<file path="config.mk">
export PLATFORM = sky130hd
export DESIGN_NAME = ffc_bank
export DESIGN_NICKNAME = d
export VERILOG_FILES = /design/src/core/ffc_pkg.sv /design/src/core/ffc_bank.sv /design/src/core/ffc_edge.sv
export SDC_FILE = /design/constraint.sdc
export NUM_CORES = 1
export LEC_CHECK = 0
export BUFFER_PORTS_ARGS = -buffer_cell sky130_fd_sc_hd__buf_2
export CORE_UTILIZATION = 30
export DETAILED_ROUTE_END_ITERATION = 8
export GPL_TIMING_DRIVEN = 0
export SETUP_SLACK_MARGIN = 0.2
export SYNTH_ARGS = -nofsm -noshare
export SYNTH_HDL_FRONTEND = slang
export SYNTH_HIERARCHICAL = 1
export SYNTH_SLANG_ARGS = --single-unit
</file>
<file path="constraint.sdc">
create_clock -name CLK -period 1.2 [get_ports CLK]
set_input_delay 0.24 -clock CLK [delete_from_list [all_inputs] [get_ports CLK]]
set_output_delay 0.24 -clock CLK [all_outputs]
set_load 0.02 [all_outputs]
</file>
<file path="src/core/ffc_pkg.sv">
// Register map, field positions and carrier types of the fault flag bank.
package ffc_pkg;

    localparam logic [7:0] FAULT_FLAGS_ADDR = 8'hD0;
    localparam logic [7:0] INPUT_PIN_CONFIG_ADDR = 8'hE0;
    localparam logic [7:0] FAULT_RESPONSE_CONFIG_ADDR = 8'hF0;

    localparam int FLG_TIMEOUT = 0;
    localparam int FLG_THERMAL = 1;
    localparam int FLG_LED_FAIL = 2;
    localparam int FLG_SYNC1 = 3;
    localparam int FLG_SYNC2 = 4;
    localparam int FLG_THERMISTOR = 5;
    localparam int FLG_FLASH_UV = 6;
    localparam int FLG_INPUT_UV = 7;

    localparam int CF1_HW_TORCH = 7;
    localparam int CF1_SYNC2_POL = 6;
    localparam int CF1_SYNC1_POL = 5;
    localparam int CF1_THERMISTOR_MODE = 4;
    localparam int CF1_TRIG_POL = 3;
    localparam int CF1_TRIG_EN = 2;

    localparam int CF2_SYNC1_SHDN = 4;
    localparam int CF2_INPUT_UV_SHDN = 3;
    localparam int CF2_ALT_EXT_TORCH = 2;
    localparam int CF2_THERM_SHDN = 1;
    localparam int CF2_SYNC2_SHDN = 0;

    localparam logic [7:0] FAULT_FLAGS_RESET = 8'h00;
    localparam logic [7:0] INPUT_PIN_CONFIG_RESET = 8'h68;
    localparam logic [7:0] FAULT_RESPONSE_CONFIG_RESET = 8'h00;
    localparam logic [7:0] INPUT_PIN_CONFIG_MASK = 8'hFC;
    localparam logic [7:0] FAULT_RESPONSE_CONFIG_MASK = 8'h1F;

    // Raw fault conditions from the analog side, one per flag bit.
    typedef struct packed {
        logic input_uv;
        logic flash_uv;
        logic thermistor_low;
        logic sync2_pin;
        logic sync1_pin;
        logic led_fail;
        logic thermal;
        logic timeout;
    } ffc_cond_t;

    // Register access strobe group from the serial bus engine.
    typedef struct packed {
        logic wr;
        logic rd;
        logic [7:0] addr;
        logic [7:0] wdata;
    } ffc_req_t;

endpackage : ffc_pkg

</file>
<file path="src/core/ffc_bank.sv">
// Fault flag, input pin and fault response register bank.
`timescale 1ns/1ps
`default_nettype none
// Contract
// - Reading the flag register clears every flag bit not set again by an event in the same cycle.
// - Bit 0 sets on flash timeout, bit 1 on thermal shutdown.
// - Bit 2 sets on LED open or short failure.
// - Bits 3 and 4 set on sync input change; bit 3 only in sync mode.
// - Bit 5 sets when thermistor mode on and pin below trip level.
// - Bits 7 and 6 flag input and flash undervoltage, when monitors enabled.
// - Config1 bit 7 selects torch pin role; cleared after a flash pulse.
// - Config1 bits 6 and 5 set sync input polarities, default high.
// - Config1 bit 4 makes indicator pin a thermistor comparator input.
// - Config1 bit 3 sets flash trigger polarity, default active high.
// - Config2 bit 4 selects torch or shutdown on first sync event.
// - Config2 bit 0 selects torch or shutdown on second sync event.
// - Config2 bit 1 selects torch or shutdown on thermistor trip.
// - Config2 bit 3 selects torch or shutdown on input undervoltage.
// - Config2 bit 2 enables alternate external torch mode.
module ffc_bank (
    // Clock and reset
    input wire logic CLK,
    input wire logic RESETN,
    // Register access
    input wire ffc_pkg::ffc_req_t REQ,
    output logic [7:0] RDATA,
    // Raw conditions and monitor enables
    input wire ffc_pkg::ffc_cond_t COND,
    input wire logic INPUT_UV_MON_EN,
    input wire logic FLASH_UV_MON_EN,
    input wire logic FLASH_DONE,
    input wire logic TRIGGER_PIN,
    // Control outputs
    output logic FLASH_TRIGGER,
    output logic HW_TORCH_EN,
    output logic THERMISTOR_MODE,
    output logic ALTERNATE_EXTERNAL_TORCH,
    output logic FORCE_TORCH,
    output logic FORCE_SHUTDOWN
);
    logic [7:0] flags_reg;
    logic [7:0] flags_next;
    logic [7:0] cfg1_reg;
    logic [7:0] cfg2_reg;
    logic [7:0] rdata_next;
    logic trig_reg;
    logic torch_reg;
    logic shdn_reg;
    logic sync1_act;
    logic sync1_chg;
    logic sync2_act;
    logic sync2_chg;
    logic [7:0] events;

    wire logic sel_flags = REQ.addr == ffc_pkg::FAULT_FLAGS_ADDR;
    wire logic sel_cfg1 = REQ.addr == ffc_pkg::INPUT_PIN_CONFIG_ADDR;
    wire logic sel_cfg2 = REQ.addr == ffc_pkg::FAULT_RESPONSE_CONFIG_ADDR;
    wire logic rd_flags = REQ.rd && sel_flags;
    wire logic sync1_mode = !cfg1_reg[ffc_pkg::CF1_HW_TORCH];
    wire logic therm_on = cfg1_reg[ffc_pkg::CF1_THERMISTOR_MODE];

    ffc_edge u_sync1 (
        .clk(CLK),
        .resetn(RESETN),
        .pin(COND.sync1_pin),
        .active_high(cfg1_reg[ffc_pkg::CF1_SYNC1_POL]),
        .active(sync1_act),
        .changed(sync1_chg)
    );

    ffc_edge u_sync2 (
        .clk(CLK),
        .resetn(RESETN),
        .pin(COND.sync2_pin),
        .active_high(cfg1_reg[ffc_pkg::CF1_SYNC2_POL]),
        .active(sync2_act),
        .changed(sync2_chg)
    );

    assign events[ffc_pkg::FLG_TIMEOUT] = COND.timeout;
    assign events[ffc_pkg::FLG_THERMAL] = COND.thermal;
    assign events[ffc_pkg::FLG_LED_FAIL] = COND.led_fail;
    assign events[ffc_pkg::FLG_SYNC1] = sync1_chg && sync1_mode;
    assign events[ffc_pkg::FLG_SYNC2] = sync2_chg;
    assign events[ffc_pkg::FLG_THERMISTOR] =
        therm_on && COND.thermistor_low;
    assign events[ffc_pkg::FLG_FLASH_UV] =
        FLASH_UV_MON_EN && COND.flash_uv;
    assign events[ffc_pkg::FLG_INPUT_UV] =
        INPUT_UV_MON_EN && COND.input_uv;

    // A new event wins over the clear of the same read.
    assign flags_next = (rd_flags ? 8'h00 : flags_reg) | events;

    // Read data is the value held before this read's clear.
    assign rdata_next = sel_flags ? flags_reg :
                        sel_cfg1 ? cfg1_reg :
                        sel_cfg2 ? cfg2_reg : 8'h00;

    wire logic trig_level =
        TRIGGER_PIN ~^ cfg1_reg[ffc_pkg::CF1_TRIG_POL];
    wire logic trig_next = cfg1_reg[ffc_pkg::CF1_TRIG_EN] && trig_level;

    // Each enabled sync, thermistor or input undervoltage condition asks for torch or shutdown by its select bit; shutdown wins.
    wire logic ev_sync1 = sync1_mode && sync1_act;
    wire logic ev_therm = therm_on && COND.thermistor_low;
    wire logic ev_uv = INPUT_UV_MON_EN && COND.input_uv;
    wire logic shdn_next =
        (ev_sync1 && cfg2_reg[ffc_pkg::CF2_SYNC1_SHDN]) ||
        (sync2_act && cfg2_reg[ffc_pkg::CF2_SYNC2_SHDN]) ||
        (ev_therm && cfg2_reg[ffc_pkg::CF2_THERM_SHDN]) ||
        (ev_uv && cfg2_reg[ffc_pkg::CF2_INPUT_UV_SHDN]);
    wire logic torch_next = !shdn_next && (
        (ev_sync1 && !cfg2_reg[ffc_pkg::CF2_SYNC1_SHDN]) ||
        (sync2_act && !cfg2_reg[ffc_pkg::CF2_SYNC2_SHDN]) ||
        (ev_therm && !cfg2_reg[ffc_pkg::CF2_THERM_SHDN]) ||
        (ev_uv && !cfg2_reg[ffc_pkg::CF2_INPUT_UV_SHDN]));

    always_ff @(posedge CLK) begin
        if (!RESETN) begin
            flags_reg <= ffc_pkg::FAULT_FLAGS_RESET;
            RDATA <= 8'h00;
        end else begin
            flags_reg <= flags_next;
            if (REQ.rd) begin
                RDATA <= rdata_next;
            end
        end
    end

    always_ff @(posedge CLK) begin
        if (!RESETN) begin
            cfg1_reg <= ffc_pkg::INPUT_PIN_CONFIG_RESET;
        end else if (REQ.wr && sel_cfg1) begin
            cfg1_reg <= REQ.wdata & ffc_pkg::INPUT_PIN_CONFIG_MASK;
        end else if (FLASH_DONE) begin
            cfg1_reg[ffc_pkg::CF1_HW_TORCH] <= 1'h0;
        end
    end

    always_ff @(posedge CLK) begin
        if (!RESETN) begin
            cfg2_reg <= ffc_pkg::FAULT_RESPONSE_CONFIG_RESET;
        end else if (REQ.wr && sel_cfg2) begin
            cfg2_reg <= REQ.wdata & ffc_pkg::FAULT_RESPONSE_CONFIG_MASK;
        end
    end

    always_ff @(posedge CLK) begin
        if (!RESETN) begin
            trig_reg <= 1'h0;
            torch_reg <= 1'h0;
            shdn_reg <= 1'h0;
            HW_TORCH_EN <= 1'h0;
            THERMISTOR_MODE <= 1'h0;
            ALTERNATE_EXTERNAL_TORCH <= 1'h0;
        end else begin
            trig_reg <= trig_next;
            torch_reg <= torch_next;
            shdn_reg <= shdn_next;
            HW_TORCH_EN <= cfg1_reg[ffc_pkg::CF1_HW_TORCH];
            THERMISTOR_MODE <= therm_on;
            ALTERNATE_EXTERNAL_TORCH <=
                cfg2_reg[ffc_pkg::CF2_ALT_EXT_TORCH];
        end
    end

    assign FLASH_TRIGGER = trig_reg;
    assign FORCE_TORCH = torch_reg;
    assign FORCE_SHUTDOWN = shdn_reg;

    property p_read_clears;
        @(posedge CLK) disable iff (!RESETN)
        (REQ.rd && sel_flags && !(|events)) |=> flags_reg == 8'h00;
    endproperty
    a_read_clears: assert property (p_read_clears)
        else $error("flag register not cleared by read");

    property p_read_data;
        @(posedge CLK) disable iff (!RESETN)
        (REQ.rd && sel_flags) |=> RDATA == $past(flags_reg);
    endproperty
    a_read_data: assert property (p_read_data)
        else $error("read data is not the pre-clear flag value");

    property p_event_kept;
        @(posedge CLK) disable iff (!RESETN)
        COND.timeout |=> flags_reg[ffc_pkg::FLG_TIMEOUT];
    endproperty
    a_event_kept: assert property (p_event_kept)
        else $error("timeout event lost");

    property p_led;
        @(posedge CLK) disable iff (!RESETN)
        COND.led_fail |=> flags_reg[ffc_pkg::FLG_LED_FAIL];
    endproperty
    a_led: assert property (p_led)
        else $error("led fail flag not set");

    property p_sync1_gate;
        @(posedge CLK) disable iff (!RESETN)
        ($past(cfg1_reg[ffc_pkg::CF1_HW_TORCH])
         && !$past(flags_reg[ffc_pkg::FLG_SYNC1]))
        |-> !flags_reg[ffc_pkg::FLG_SYNC1];
    endproperty
    a_sync1_gate: assert property (p_sync1_gate)
        else $error("sync1 flag set outside sync mode");

    property p_therm;
        @(posedge CLK) disable iff (!RESETN)
        (!therm_on && !flags_reg[ffc_pkg::FLG_THERMISTOR])
        |=> !flags_reg[ffc_pkg::FLG_THERMISTOR];
    endproperty
    a_therm: assert property (p_therm)
        else $error("thermistor flag set with mode off");

    property p_uv;
        @(posedge CLK) disable iff (!RESETN)
        (INPUT_UV_MON_EN && COND.input_uv)
        |=> flags_reg[ffc_pkg::FLG_INPUT_UV];
    endproperty
    a_uv: assert property (p_uv)
        else $error("input undervoltage flag not set");

    property p_torch_clear;
        @(posedge CLK) disable iff (!RESETN)
        (FLASH_DONE && !(REQ.wr && sel_cfg1)) |=> ##1 !HW_TORCH_EN;
    endproperty
    a_torch_clear: assert property (p_torch_clear)
        else $error("hardware torch not cleared after flash");

    property p_trig;
        @(posedge CLK) disable iff (!RESETN)
        !cfg1_reg[ffc_pkg::CF1_TRIG_EN] |=> !FLASH_TRIGGER;
    endproperty
    a_trig: assert property (p_trig)
        else $error("trigger passed while disabled");

    property p_unused;
        @(posedge CLK) disable iff (!RESETN)
        cfg2_reg[7:5] == 3'h0 && cfg1_reg[1:0] == 2'h0;
    endproperty
    a_unused: assert property (p_unused)
        else $error("unused config bit set");

    property p_shdn;
        @(posedge CLK) disable iff (!RESETN)
        (ev_uv && cfg2_reg[ffc_pkg::CF2_INPUT_UV_SHDN])
        |=> FORCE_SHUTDOWN && !FORCE_TORCH;
    endproperty
    a_shdn: assert property (p_shdn)
        else $error("input undervoltage did not force shutdown");

    property p_thermal;
        @(posedge CLK) disable iff (!RESETN)
        COND.thermal |=> flags_reg[ffc_pkg::FLG_THERMAL];
    endproperty
    a_thermal: assert property (p_thermal)
        else $error("thermal shutdown flag not set");

    property p_sync1_set;
        @(posedge CLK) disable iff (!RESETN)
        (sync1_mode && sync1_chg) |=> flags_reg[ffc_pkg::FLG_SYNC1];
    endproperty
    a_sync1_set: assert property (p_sync1_set)
        else $error("sync1 change not flagged in sync mode");

    property p_sync2_set;
        @(posedge CLK) disable iff (!RESETN)
        sync2_chg |=> flags_reg[ffc_pkg::FLG_SYNC2];
    endproperty
    a_sync2_set: assert property (p_sync2_set)
        else $error("sync2 change not flagged");

    property p_therm_set;
        @(posedge CLK) disable iff (!RESETN)
        (therm_on && COND.thermistor_low)
        |=> flags_reg[ffc_pkg::FLG_THERMISTOR];
    endproperty
    a_therm_set: assert property (p_therm_set)
        else $error("thermistor flag not set");

    property p_flash_uv;
        @(posedge CLK) disable iff (!RESETN)
        (FLASH_UV_MON_EN && COND.flash_uv)
        |=> flags_reg[ffc_pkg::FLG_FLASH_UV];
    endproperty
    a_flash_uv: assert property (p_flash_uv)
        else $error("flash undervoltage flag not set");

    property p_flash_uv_off;
        @(posedge CLK) disable iff (!RESETN)
        (!FLASH_UV_MON_EN && !flags_reg[ffc_pkg::FLG_FLASH_UV])
        |=> !flags_reg[ffc_pkg::FLG_FLASH_UV];
    endproperty
    a_flash_uv_off: assert property (p_flash_uv_off)
        else $error("flash undervoltage flag set with monitor off");

    property p_uv_off;
        @(posedge CLK) disable iff (!RESETN)
        (!INPUT_UV_MON_EN && !flags_reg[ffc_pkg::FLG_INPUT_UV])
        |=> !flags_reg[ffc_pkg::FLG_INPUT_UV];
    endproperty
    a_uv_off: assert property (p_uv_off)
        else $error("input undervoltage flag set with monitor off");

    property p_hw_torch_copy;
        @(posedge CLK) disable iff (!RESETN)
        1'h1 |=> HW_TORCH_EN == $past(cfg1_reg[ffc_pkg::CF1_HW_TORCH]);
    endproperty
    a_hw_torch_copy: assert property (p_hw_torch_copy)
        else $error("hardware torch output does not follow its bit");

    property p_alt_copy;
        @(posedge CLK) disable iff (!RESETN)
        1'h1 |=> ALTERNATE_EXTERNAL_TORCH ==
            $past(cfg2_reg[ffc_pkg::CF2_ALT_EXT_TORCH]);
    endproperty
    a_alt_copy: assert property (p_alt_copy)
        else $error("alternate torch output does not follow its bit");

    property p_trig_on;
        @(posedge CLK) disable iff (!RESETN)
        (cfg1_reg[ffc_pkg::CF1_TRIG_EN] && trig_level) |=> FLASH_TRIGGER;
    endproperty
    a_trig_on: assert property (p_trig_on)
        else $error("enabled trigger at active level not passed");

    property p_sync2_shdn;
        @(posedge CLK) disable iff (!RESETN)
        (sync2_act && cfg2_reg[ffc_pkg::CF2_SYNC2_SHDN])
        |=> FORCE_SHUTDOWN && !FORCE_TORCH;
    endproperty
    a_sync2_shdn: assert property (p_sync2_shdn)
        else $error("sync2 event did not force shutdown");

    property p_therm_shdn;
        @(posedge CLK) disable iff (!RESETN)
        (ev_therm && cfg2_reg[ffc_pkg::CF2_THERM_SHDN])
        |=> FORCE_SHUTDOWN && !FORCE_TORCH;
    endproperty
    a_therm_shdn: assert property (p_therm_shdn)
        else $error("thermistor trip did not force shutdown");

    property p_cfg2_write;
        @(posedge CLK) disable iff (!RESETN)
        (REQ.wr && sel_cfg2) |=>
        cfg2_reg == ($past(REQ.wdata) & ffc_pkg::FAULT_RESPONSE_CONFIG_MASK);
    endproperty
    a_cfg2_write: assert property (p_cfg2_write)
        else $error("response config write not masked and stored");
endmodule : ffc_bank
`default_nettype wire

</file>
<file path="src/core/ffc_edge.sv">
// Polarity-aware state-change detector for one sync input.
`timescale 1ns/1ps
`default_nettype none
module ffc_edge (
    // Clock and reset
    input wire logic clk,
    input wire logic resetn,
    // Pin and polarity
    input wire logic pin,
    input wire logic active_high,
    // Outputs
    output logic active,
    output logic changed
);
    logic prev_reg;
    wire logic level = pin ~^ active_high;

    // The raw pin is remembered, not the adjusted level, so that a polarity
    // write never looks like a change of state. It is loaded during reset as
    // well, so a pin that idles high shows no false change after release.
    always_ff @(posedge clk) begin
        prev_reg <= pin;
    end

    assign active = level;
    assign changed = resetn && (pin ^ prev_reg);
endmodule : ffc_edge
`default_nettype wire

</file>
Yosys cells after proc, flatten, opt, wreduce, memory -nomap -nowiden:

Index checks and enable logic that the tools add are counted.

* memory bits (read-only): 0
* word-level logic and storage cells: 61
* memories: 0
* RAM bits: 0
* bits in latches: 0
* bits in registers: 35

* multiplexer cells: 6
* equal/unequal tests: 3
* multipliers: 0
* $add $sub $neg: 0
* magnitude comparators: 0
* div/mod/pow operators: 0
* shift operators: 0
* reductions and logical operators: 33
* bitwise operators: 6

Operators by type and width (count)
* $eq A8 B8 Y1 const B: 3
* $mux W8: 3
* $logic_and A1 B1 Y1: 20
* $or A8 B8 Y8: 1
* $logic_not A1 Y1: 6
* $logic_or A1 B1 Y1: 6
* $mux W5: 1
* $xnor A1 B1 Y1: 3
* $mux W1: 2
* $reduce_bool A2 Y1: 1
* $xor A1 B1 Y1: 2

Logic depth before layout (Yosys ltp):

Gate-level depths: netlist of the first run.

* depth in word-level cells: 8
* gate-level depth with buffers: 5
* gate-level depth less buffers: 4

Cells and area by module:

Netlist of the first run, hierarchy kept.

By module, submodules not included
* ffc_bank: seq. area each 660.6 um2, times used 1, cells each 153, area an instance 1475.2 um2
* ffc_edge: seq. area each 20.0 um2, times used 2, cells each 4, area an instance 43.8 um2

Worst setup path before layout of the first run:

OpenSTA, ideal clock, no wires.

* path type: input -> register
* from: input port REQ[8] in the netlist's numbering
* to: register cfg1_reg[2]
* stages on the path: 4
* slack: 0.048 ns
* data arrival time: 1.081 ns
* setup time: 0.072 ns
* data required time: 1.128 ns
* cell sequence: and4bb_2 and4_4 buf_6 mux2i_1

* longest elaborated chain between the ends: 2

Ends and longest elaborated chain
* start, declared: line ffc_bank.sv:25 `input wire ffc_pkg::ffc_req_t REQ,`
* $eq A8 B8 Y1: line ffc_bank.sv:56 `wire logic sel_cfg1 = REQ.addr == ffc_pkg::INPUT_PIN_CONFIG_ADDR;`
* $logic_and A1 B1 Y1: line ffc_bank.sv:134 `end else if (REQ.wr && sel_cfg1) begin`
* end signal, assigned: line ffc_bank.sv:133 `cfg1_reg <= ffc_pkg::INPUT_PIN_CONFIG_RESET;`
* end signal, assigned: line ffc_bank.sv:135 `cfg1_reg <= REQ.wdata & ffc_pkg::INPUT_PIN_CONFIG_MASK;`
* end, declared: line ffc_bank.sv:43 `logic [7:0] cfg1_reg;`

Every way passes these cells.
A chain may end at the register's enable or synchronous reset.

Worst setup path in the final report of the first run:

* from: register cfg1_reg[5]
* to: register torch_reg (netlist: FORCE_TORCH)

* longest elaborated chain between the ends: 8
* elaborated cells between the ends (all ways): 12

Ends and longest elaborated chain
* $xnor A1 B1 Y1 *: line ffc_edge.sv:16 `wire logic level = pin ~^ active_high;`
* via sync1_act: line ffc_bank.sv:49 `logic sync1_act;`
* $logic_and A1 B1 Y1 *: line ffc_bank.sv:105 `wire logic ev_sync1 = sync1_mode && sync1_act;`
* $logic_and A1 B1 Y1: line ffc_bank.sv:109 `(ev_sync1 && cfg2_reg[ffc_pkg::CF2_SYNC1_SHDN]) ||`
* $logic_or A1 B1 Y1: line ffc_bank.sv:109
* $logic_or A1 B1 Y1: line ffc_bank.sv:110 `(sync2_act && cfg2_reg[ffc_pkg::CF2_SYNC2_SHDN]) ||`
* $logic_or A1 B1 Y1: line ffc_bank.sv:111 `(ev_therm && cfg2_reg[ffc_pkg::CF2_THERM_SHDN]) ||`
* $logic_not A1 Y1: line ffc_bank.sv:113 `wire logic torch_next = !shdn_next && (`
* $logic_and A1 B1 Y1 *: line ffc_bank.sv:113
* end signal, assigned: line ffc_bank.sv:159 `torch_reg <= torch_next;`
* end, declared: line ffc_bank.sv:47 `logic torch_reg;`

The timed path passes the listed nets; every way through them passes the cells marked *.

==> results of run 1 <==
[stage by stage]
| step | area (um2) | std cells | hold slack, ns | setup TNS (ns) | power [uW] |
|---|---|---|---|---|---|
| 2_1_floorplan | 1570 | 161 | 0.268 | 0 | 1350 |
| 6_report | 2190 | 288 | 0.118 | 0 | 2390 |
| 3_3_place_gp | 1870 | 272 | 0.394 | -2.11 | 1450 |
| 4_1_cts | 2120 | 284 | 0.110 | 0 | 2400 |
| 3_5_place_dp | 1870 | 272 | 0.400 | -2.03 | 1450 |
| 5_1_grt | 2190 | 288 | 0.114 | 0 | 2480 |
[final timing paths]
kind / startpoint / endpoint / slack, ns / cells past startpoint
worst max-delay path: cfg1_reg[5]$_SDFFE_PN1P_ / FORCE_TORCH$_SDFF_PN0_ / 0.15 / 4
worst min-delay path: COND[3] / u_sync1/prev_reg$_DFF_P_ / 0.12 / 1
worst max register to register: cfg1_reg[5]$_SDFFE_PN1P_ / FORCE_TORCH$_SDFF_PN0_ / 0.15 / 4
worst min register to register: cfg2_reg[2]$_SDFFE_PN0P_ / ALTERNATE_EXTERNAL_TORCH$_SDFF_PN0_ / 0.46 / 2
[routing by layer]
layer / wire length [um] / GRT usage
met3: 166 / 0.0501
met1: 1790 / 0.188
met2: 1740 / 0.234
met4: 52 / 0.0577
met5: 0 / 0
[worst max-delay path, delay by kind of cell, from the launching register on]
kind	cells	cell delay, ns
AOI/OAI and AO/OA	2	0.27
xor gates and xnor gates	1	0.13
DFF	1	0.35
and+or+nand+nor	1	0.20
[repair_timing]
action                     CTS  global route
pin swaps                    4             2
gates cloned                 0             0
setup endpoints to repair   20            22
buffers inserted             4             4
resized for setup           39            15
[logic make-up after synthesis]
| kind of cell | after synthesis |
|---|---|
| AO/OA/AOI/OAI | 24 |
| XOR/XNOR | 5 |
| buffers and inverters | 12 |
| flip-flops | 35 |
| multiplexers | 16 |
| AND/OR/NAND/NOR | 69 |
[final cells by class]
class / count / area, um2 / area share
Inverter: 4 / 15.0 / 0.00685
Buffer: 8 / 68.8 / 0.0314
Sequential cell: 35 / 726 / 0.331
Multi-Input combinational cell: 114 / 845 / 0.385
Clock buffer: 8 / 100 / 0.0456
Timing Repair Buffer: 52 / 355 / 0.162
Tap cell: 67 / 83.8 / 0.0382
[cell usage in the layout (no fill, tap or decap), drive strengths merged]
cell    netlist  routed
nor3b         1       1
o21ai         8       8
clkinv        1       1
a211oi        1       1
nor2b         2       2
a22oi         6       6
clkbuf        4      12
nand4         3       3
dfxtp        35      35
a21oi         2       2
o31ai         6       6
and4          2       2
and4bb        1       1
nand2        28      28
xor2          3       3
nor2          8       8
mux2i        11      11
nand2b        2       2
buf           4      56
xnor2         2       2
mux2          5       5
nand3         6       6
nand3b       10      10
and2          5       5
inv           3       3
a221oi        1       1
and3          1       1
[power by group through the flow]
stage,sequential [uW],combinational (uW),clock (uW)
floorplan,1230,124,0
global route,1200,264,1010
finish,1200,239,950
CTS,1200,232,967
global placement,1230,219,0
detailed placement,1230,219,0
==> impl_metrics.csv, run 1 <==
group,metric,value,unit
status,outcome,"completed",
drt,drtPass1Iterations,4,
clock_tree,cts_made_buffers,5,
grt,grt_pass1_vias,1258,
synth,synthSimpleGateAreaFrac,0.248,
placed_design,dp_slack,-0.145,ns
worst_setup_path,cp_max_fo,2,
drt,remaining_drc_errors,0,
floorplanning,dieArea,5500,um2
grt,grt_max_degree,11,
timing,drv_slew,0,
drt,wire_per_inst,13.0,um
worst_setup_path,crit_path_cell_trace,"xnor2_2 -> nor3b_2 -> a221oi_2 -> a211oi_1",
grt,overflow,0,
worst_setup_path,path_class,"flip-flop to flip-flop",
floorplanning,pin_count,46,
timing,finalSetupViolCount,0,
hold_path,hold_class,"input pin to flip-flop",
synth,yosys_warnings,6,
synth,netlist.area_leader.share,0.448,
clock_tree,clk_latency,0.29,ns
synth,netlist_instances,161,
grt,grt_pass1_wl,5910,um
floorplanning,die_h,74.2,um
timing,clock_skew,0.00771,ns
synth,synth-compound-area-share,0.119,
synth,synthArstFlopShare,0,
final_layout,drive_gt1_frac,0.480,
grt,track_usage,0.149,
timing,fmax,949,MHz
grt,grt_antenna_before_repair,0,
synth,yosys.area.top_type,"dfxtp_1",
final_layout,fin_util,0.449,
worst_setup_path,start_kind,"flip-flop",
job,maxCapViolations,0,
placed_design,numPortBuffers,44,
final_layout,fillCellCount,502,
power_and_ir_drop,power.switching,564,uW
synth,syn_nets,193,
timing,hold_violations,0,
synth,synthTopCellsByCount,"dfxtp_1 (35), nand2_1 (28), mux2i_1 (11)",
floorplanning,start_util,0.320,
timing,grt_setup_unrepaired,"true",
synth,synth_edf_count,0,
drt,drtIter0Drc,40,
timing,final.period_utilization,0.878,
clock_tree,clockBufferDepth,2,
final_layout,area_growth,40.4,%
synth,synthDistinctLibCells,34,
placed_design,dp.final_hpwl,2710,um
power_and_ir_drop,ir_drop,509,uV
drt,vias,1317,
worst_setup_path,slowest_stage,"dfxtp_4",
final_layout,finalNetCount,252,
clock_tree,htree_levels,2,
worst_setup_path,cp.arrival,1.25,ns
timing,fin_crit,1.05,ns
synth,synthFlopType,"dfxtp_1",
floorplanning,floorplan.rows,25,
synth,synth_top_family_by_area,"simple AND/OR/NAND/NOR gates",
synth,yosys.area_share.xor_xnor,0.0280,
clock_tree,clock-sinks,35,
synth,yosys.area_share.adder,0,
power_and_ir_drop,combPwrFrac,0.100,
worst_setup_path,crit_path_end_kind,"flip-flop",
synth,yosysSeqAreaShare,0.448,
worst_setup_path,max_stage_delay,0.35,ns
synth,synth_seq_cells,35,
power_and_ir_drop,powerDensity,1090,nW/um2
timing,tightest_slew,0.468,ns
synth,postSynthAreaPerCell,9.71,um2
final_layout,n_antenna_cell,0,
clock_tree,cts_hold_buf,0,
power_and_ir_drop,power_frac_clock,0.398,
power_and_ir_drop,pwr-share-seq,0.502,
timing,fin_ws,0.146,ns
drt,via_per_inst,4.57,
power_and_ir_drop,netSwitchingFraction,0.236,
clock_tree,path_clk_slew,0.07,ns
timing,slew_headroom,0.688,
drt,finalWirelength,3750,um
placed_design,gp_congestion,0.816,
worst_setup_path,crit_required,1.40,ns
synth,synth_mux_area_frac,0.106,
floorplanning,fp.dieW,74.2,um
power_and_ir_drop,internal_power,1820,uW
synth,synth.most_common_cell,"dfxtp_1",
synth,syn_area,1560,um2
synth,yosys-top-cells-area,"dfxtp_1 (45%), mux2i_1 (7.0%), nand2_1 (6.7%)",
power_and_ir_drop,power_leakage,0.000942,uW
floorplanning,core_area,4880,um2
drt,ant_nets,0,
clock_tree,cts_tree,"built",
clock_tree,cts-root-buf,"clkbuf_8",
No activity file was read; power rests on OpenSTA's default activity.
==> run 2, diff against run 1 <==
==> constraint.sdc (replaced) <==
create_clock -name CLK -period 1.2 [get_ports CLK]
set_input_delay 0.12 -clock CLK [delete_from_list [all_inputs] [get_ports CLK]]
set_output_delay 0.12 -clock CLK [all_outputs]
set_load 0.02 [all_outputs]
==> impl_metrics.csv, run 2 (synthesis gave the netlist of run 1 again) <==
group,metric,value,unit
final_layout,multiInputGateArea,835,um2
grt,grt_pass1_vias,1258,
timing,tightest_slew,0.477,ns
status,outcome,"completed",
worst_setup_path,cp_max_fo,2,
grt,track_usage,0.147,
worst_setup_path,critPathTopFamily,"flip-flops",
clock_tree,htree_levels,2,
timing,hold_ws,0.0236,ns
worst_setup_path,reg2reg_slack,0.16,ns
final_layout,layout_common_cells,"buf_2 (45), dfxtp_1 (28), nand2_1 (28)",
floorplanning,core_area,4880,um2
final_layout,final_common_cell,"buf_2",
final_layout,fin_util,0.423,
drt,drtIter0Drc,38,
clock_tree,clock-sinks,35,
worst_setup_path,start_kind,"flip-flop",
hold_path,hold_class,"input pin to flip-flop",
worst_setup_path,path_class,"flip-flop to flip-flop",
worst_setup_path,crit_path_cell_trace,"xnor2_2 -> nor3b_4 -> a221oi_2 -> a211oi_1",
final_layout,regArea,717,um2
worst_setup_path,crit_path_end_kind,"flip-flop",
timing,fin_ws,0.162,ns
timing,hold_violations,0,
drt,wire_per_inst,12.8,um
worst_setup_path,crit_buf_inv,0,
floorplanning,fp.dieW,74.2,um
grt,overflow,0,
final_layout,fillCellCount,519,
timing,finalSetupViolCount,0,
drt,remaining_drc_errors,0,
timing,slew_headroom,0.682,
timing,drv_slew,0,
power_and_ir_drop,finalPower,2370,uW
final_layout,drive_gt1_frac,0.421,
timing,fin_crit,1.04,ns
placed_design,dp.final_hpwl,2670,um
job,maxCapViolations,0,
clock_tree,clk_latency,0.29,ns
timing,final.period_utilization,0.865,
power_and_ir_drop,power_leakage,0.000898,uW
power_and_ir_drop,powerDensity,1150,nW/um2
timing,fmax,963,MHz
clock_tree,clockBufferDepth,2,
worst_setup_path,max_stage_delay,0.35,ns
drt,ant_nets,0,
timing,clock_skew,0.00198,ns
floorplanning,dieArea,5500,um2
worst_setup_path,slowest_stage,"dfxtp_4",
clock_tree,cts_made_buffers,5,
final_layout,area_growth,31.9,%
timing,grt_setup_unrepaired,"true",
drt,finalWirelength,3640,um
grt,grt_antenna_before_repair,0,
clock_tree,path_clk_slew,0.07,ns
grt,grt_max_degree,11,
placed_design,dp_slack,-0.0252,ns
drt,drtPass1Iterations,4,
drt,vias,1323,
floorplanning,die_h,74.2,um
power_and_ir_drop,ir_drop,518,uV
worst_setup_path,cp.arrival,1.24,ns
placed_design,gp_congestion,0.792,
final_layout,n_antenna_cell,0,
grt,grt_pass1_wl,6010,um
floorplanning,floorplan.rows,25,
placed_design,numPortBuffers,44,
timing,finalSetupTns,0,ns
worst_setup_path,crit_required,1.40,ns
final_layout,finalNetCount,247,
floorplanning,start_util,0.320,
drt,via_per_inst,4.67,
clock_tree,cts_tree,"built",
floorplanning,pin_count,46,
clock_tree,cts-root-buf,"clkbuf_8",
run 2: changes by cell type in the layout (fill, tap and decap cells not counted), moves of 2 or more:
cell,change
buf_2,+15
buf_4,-12
buf_6,-9
dfxtp_1,+7
dfxtp_2,-7
dlygate4sd3_1,+2
run 2: area by class of cell:
cell class	instances	share of cell area
well taps	67	0.0407
repair buffers	47	0.120
plain buffers	8	0.0309
clock buffers	8	0.0485
multi-input cells	114	0.405
flip-flops and latches	35	0.348
inverters	4	0.00728
run 2: what timing repair did:
item                                    4_1_cts  5_1_grt
resized for setup                             6       14
gates cloned                                  0        0
buffers inserted                              1        0
hold buffers                                  2        0
endpoints found under the hold margin         2        0
pin swaps                                     3        2
endpoints found under the setup margin        2        6
run 2: metrics by stage:
stage,cell area (um2),std cells
finish,2060,283
global route,2060,283
CTS,2020,283
detailed placement,1870,272
global placement,1870,272
floorplan,1570,161
run 2: worst reg2reg max path, delay by kind of cell, from the launching register on:
kind	cells	cell delay [ns]
DFF	1	0.35
xor gates and xnor gates	1	0.13
AOI/OAI and AO/OA	2	0.26
and+or+nand+nor	1	0.20
run 2: path summary, 6_finish.rpt:
| check | from | endpoint | cells past startpoint |
|---|---|---|---|
| worst max-delay path | cfg1_reg[5]$_SDFFE_PN1P_ | FORCE_TORCH$_SDFF_PN0_ | 4 |
| worst min register to register | cfg2_reg[2]$_SDFFE_PN0P_ | ALTERNATE_EXTERNAL_TORCH$_SDFF_PN0_ | 2 |
| worst max register to register | cfg1_reg[5]$_SDFFE_PN1P_ | FORCE_TORCH$_SDFF_PN0_ | 4 |
| worst min-delay path | COND[2] | flags_reg[2]$_SDFF_PN0_ | 3 |
run 2: report_power, final:
part           total (uW)  switching, uW  leakage (uW)  internal [uW]
Clock                 938            414     0.0000515            524
Sequential           1200           15.9      0.000287           1180
Combinational         235            123      0.000559            113
run 2: per-layer routing:
layer  wire length (um)  share of wire  GRT usage  vias up
li1                   -              -          -      674
met3                193          0.053     0.0434        7
met4                 60          0.017     0.0577        0
met5                  0              0          0        -
met2               1600           0.44      0.222       36
met1               1780           0.49      0.198      606
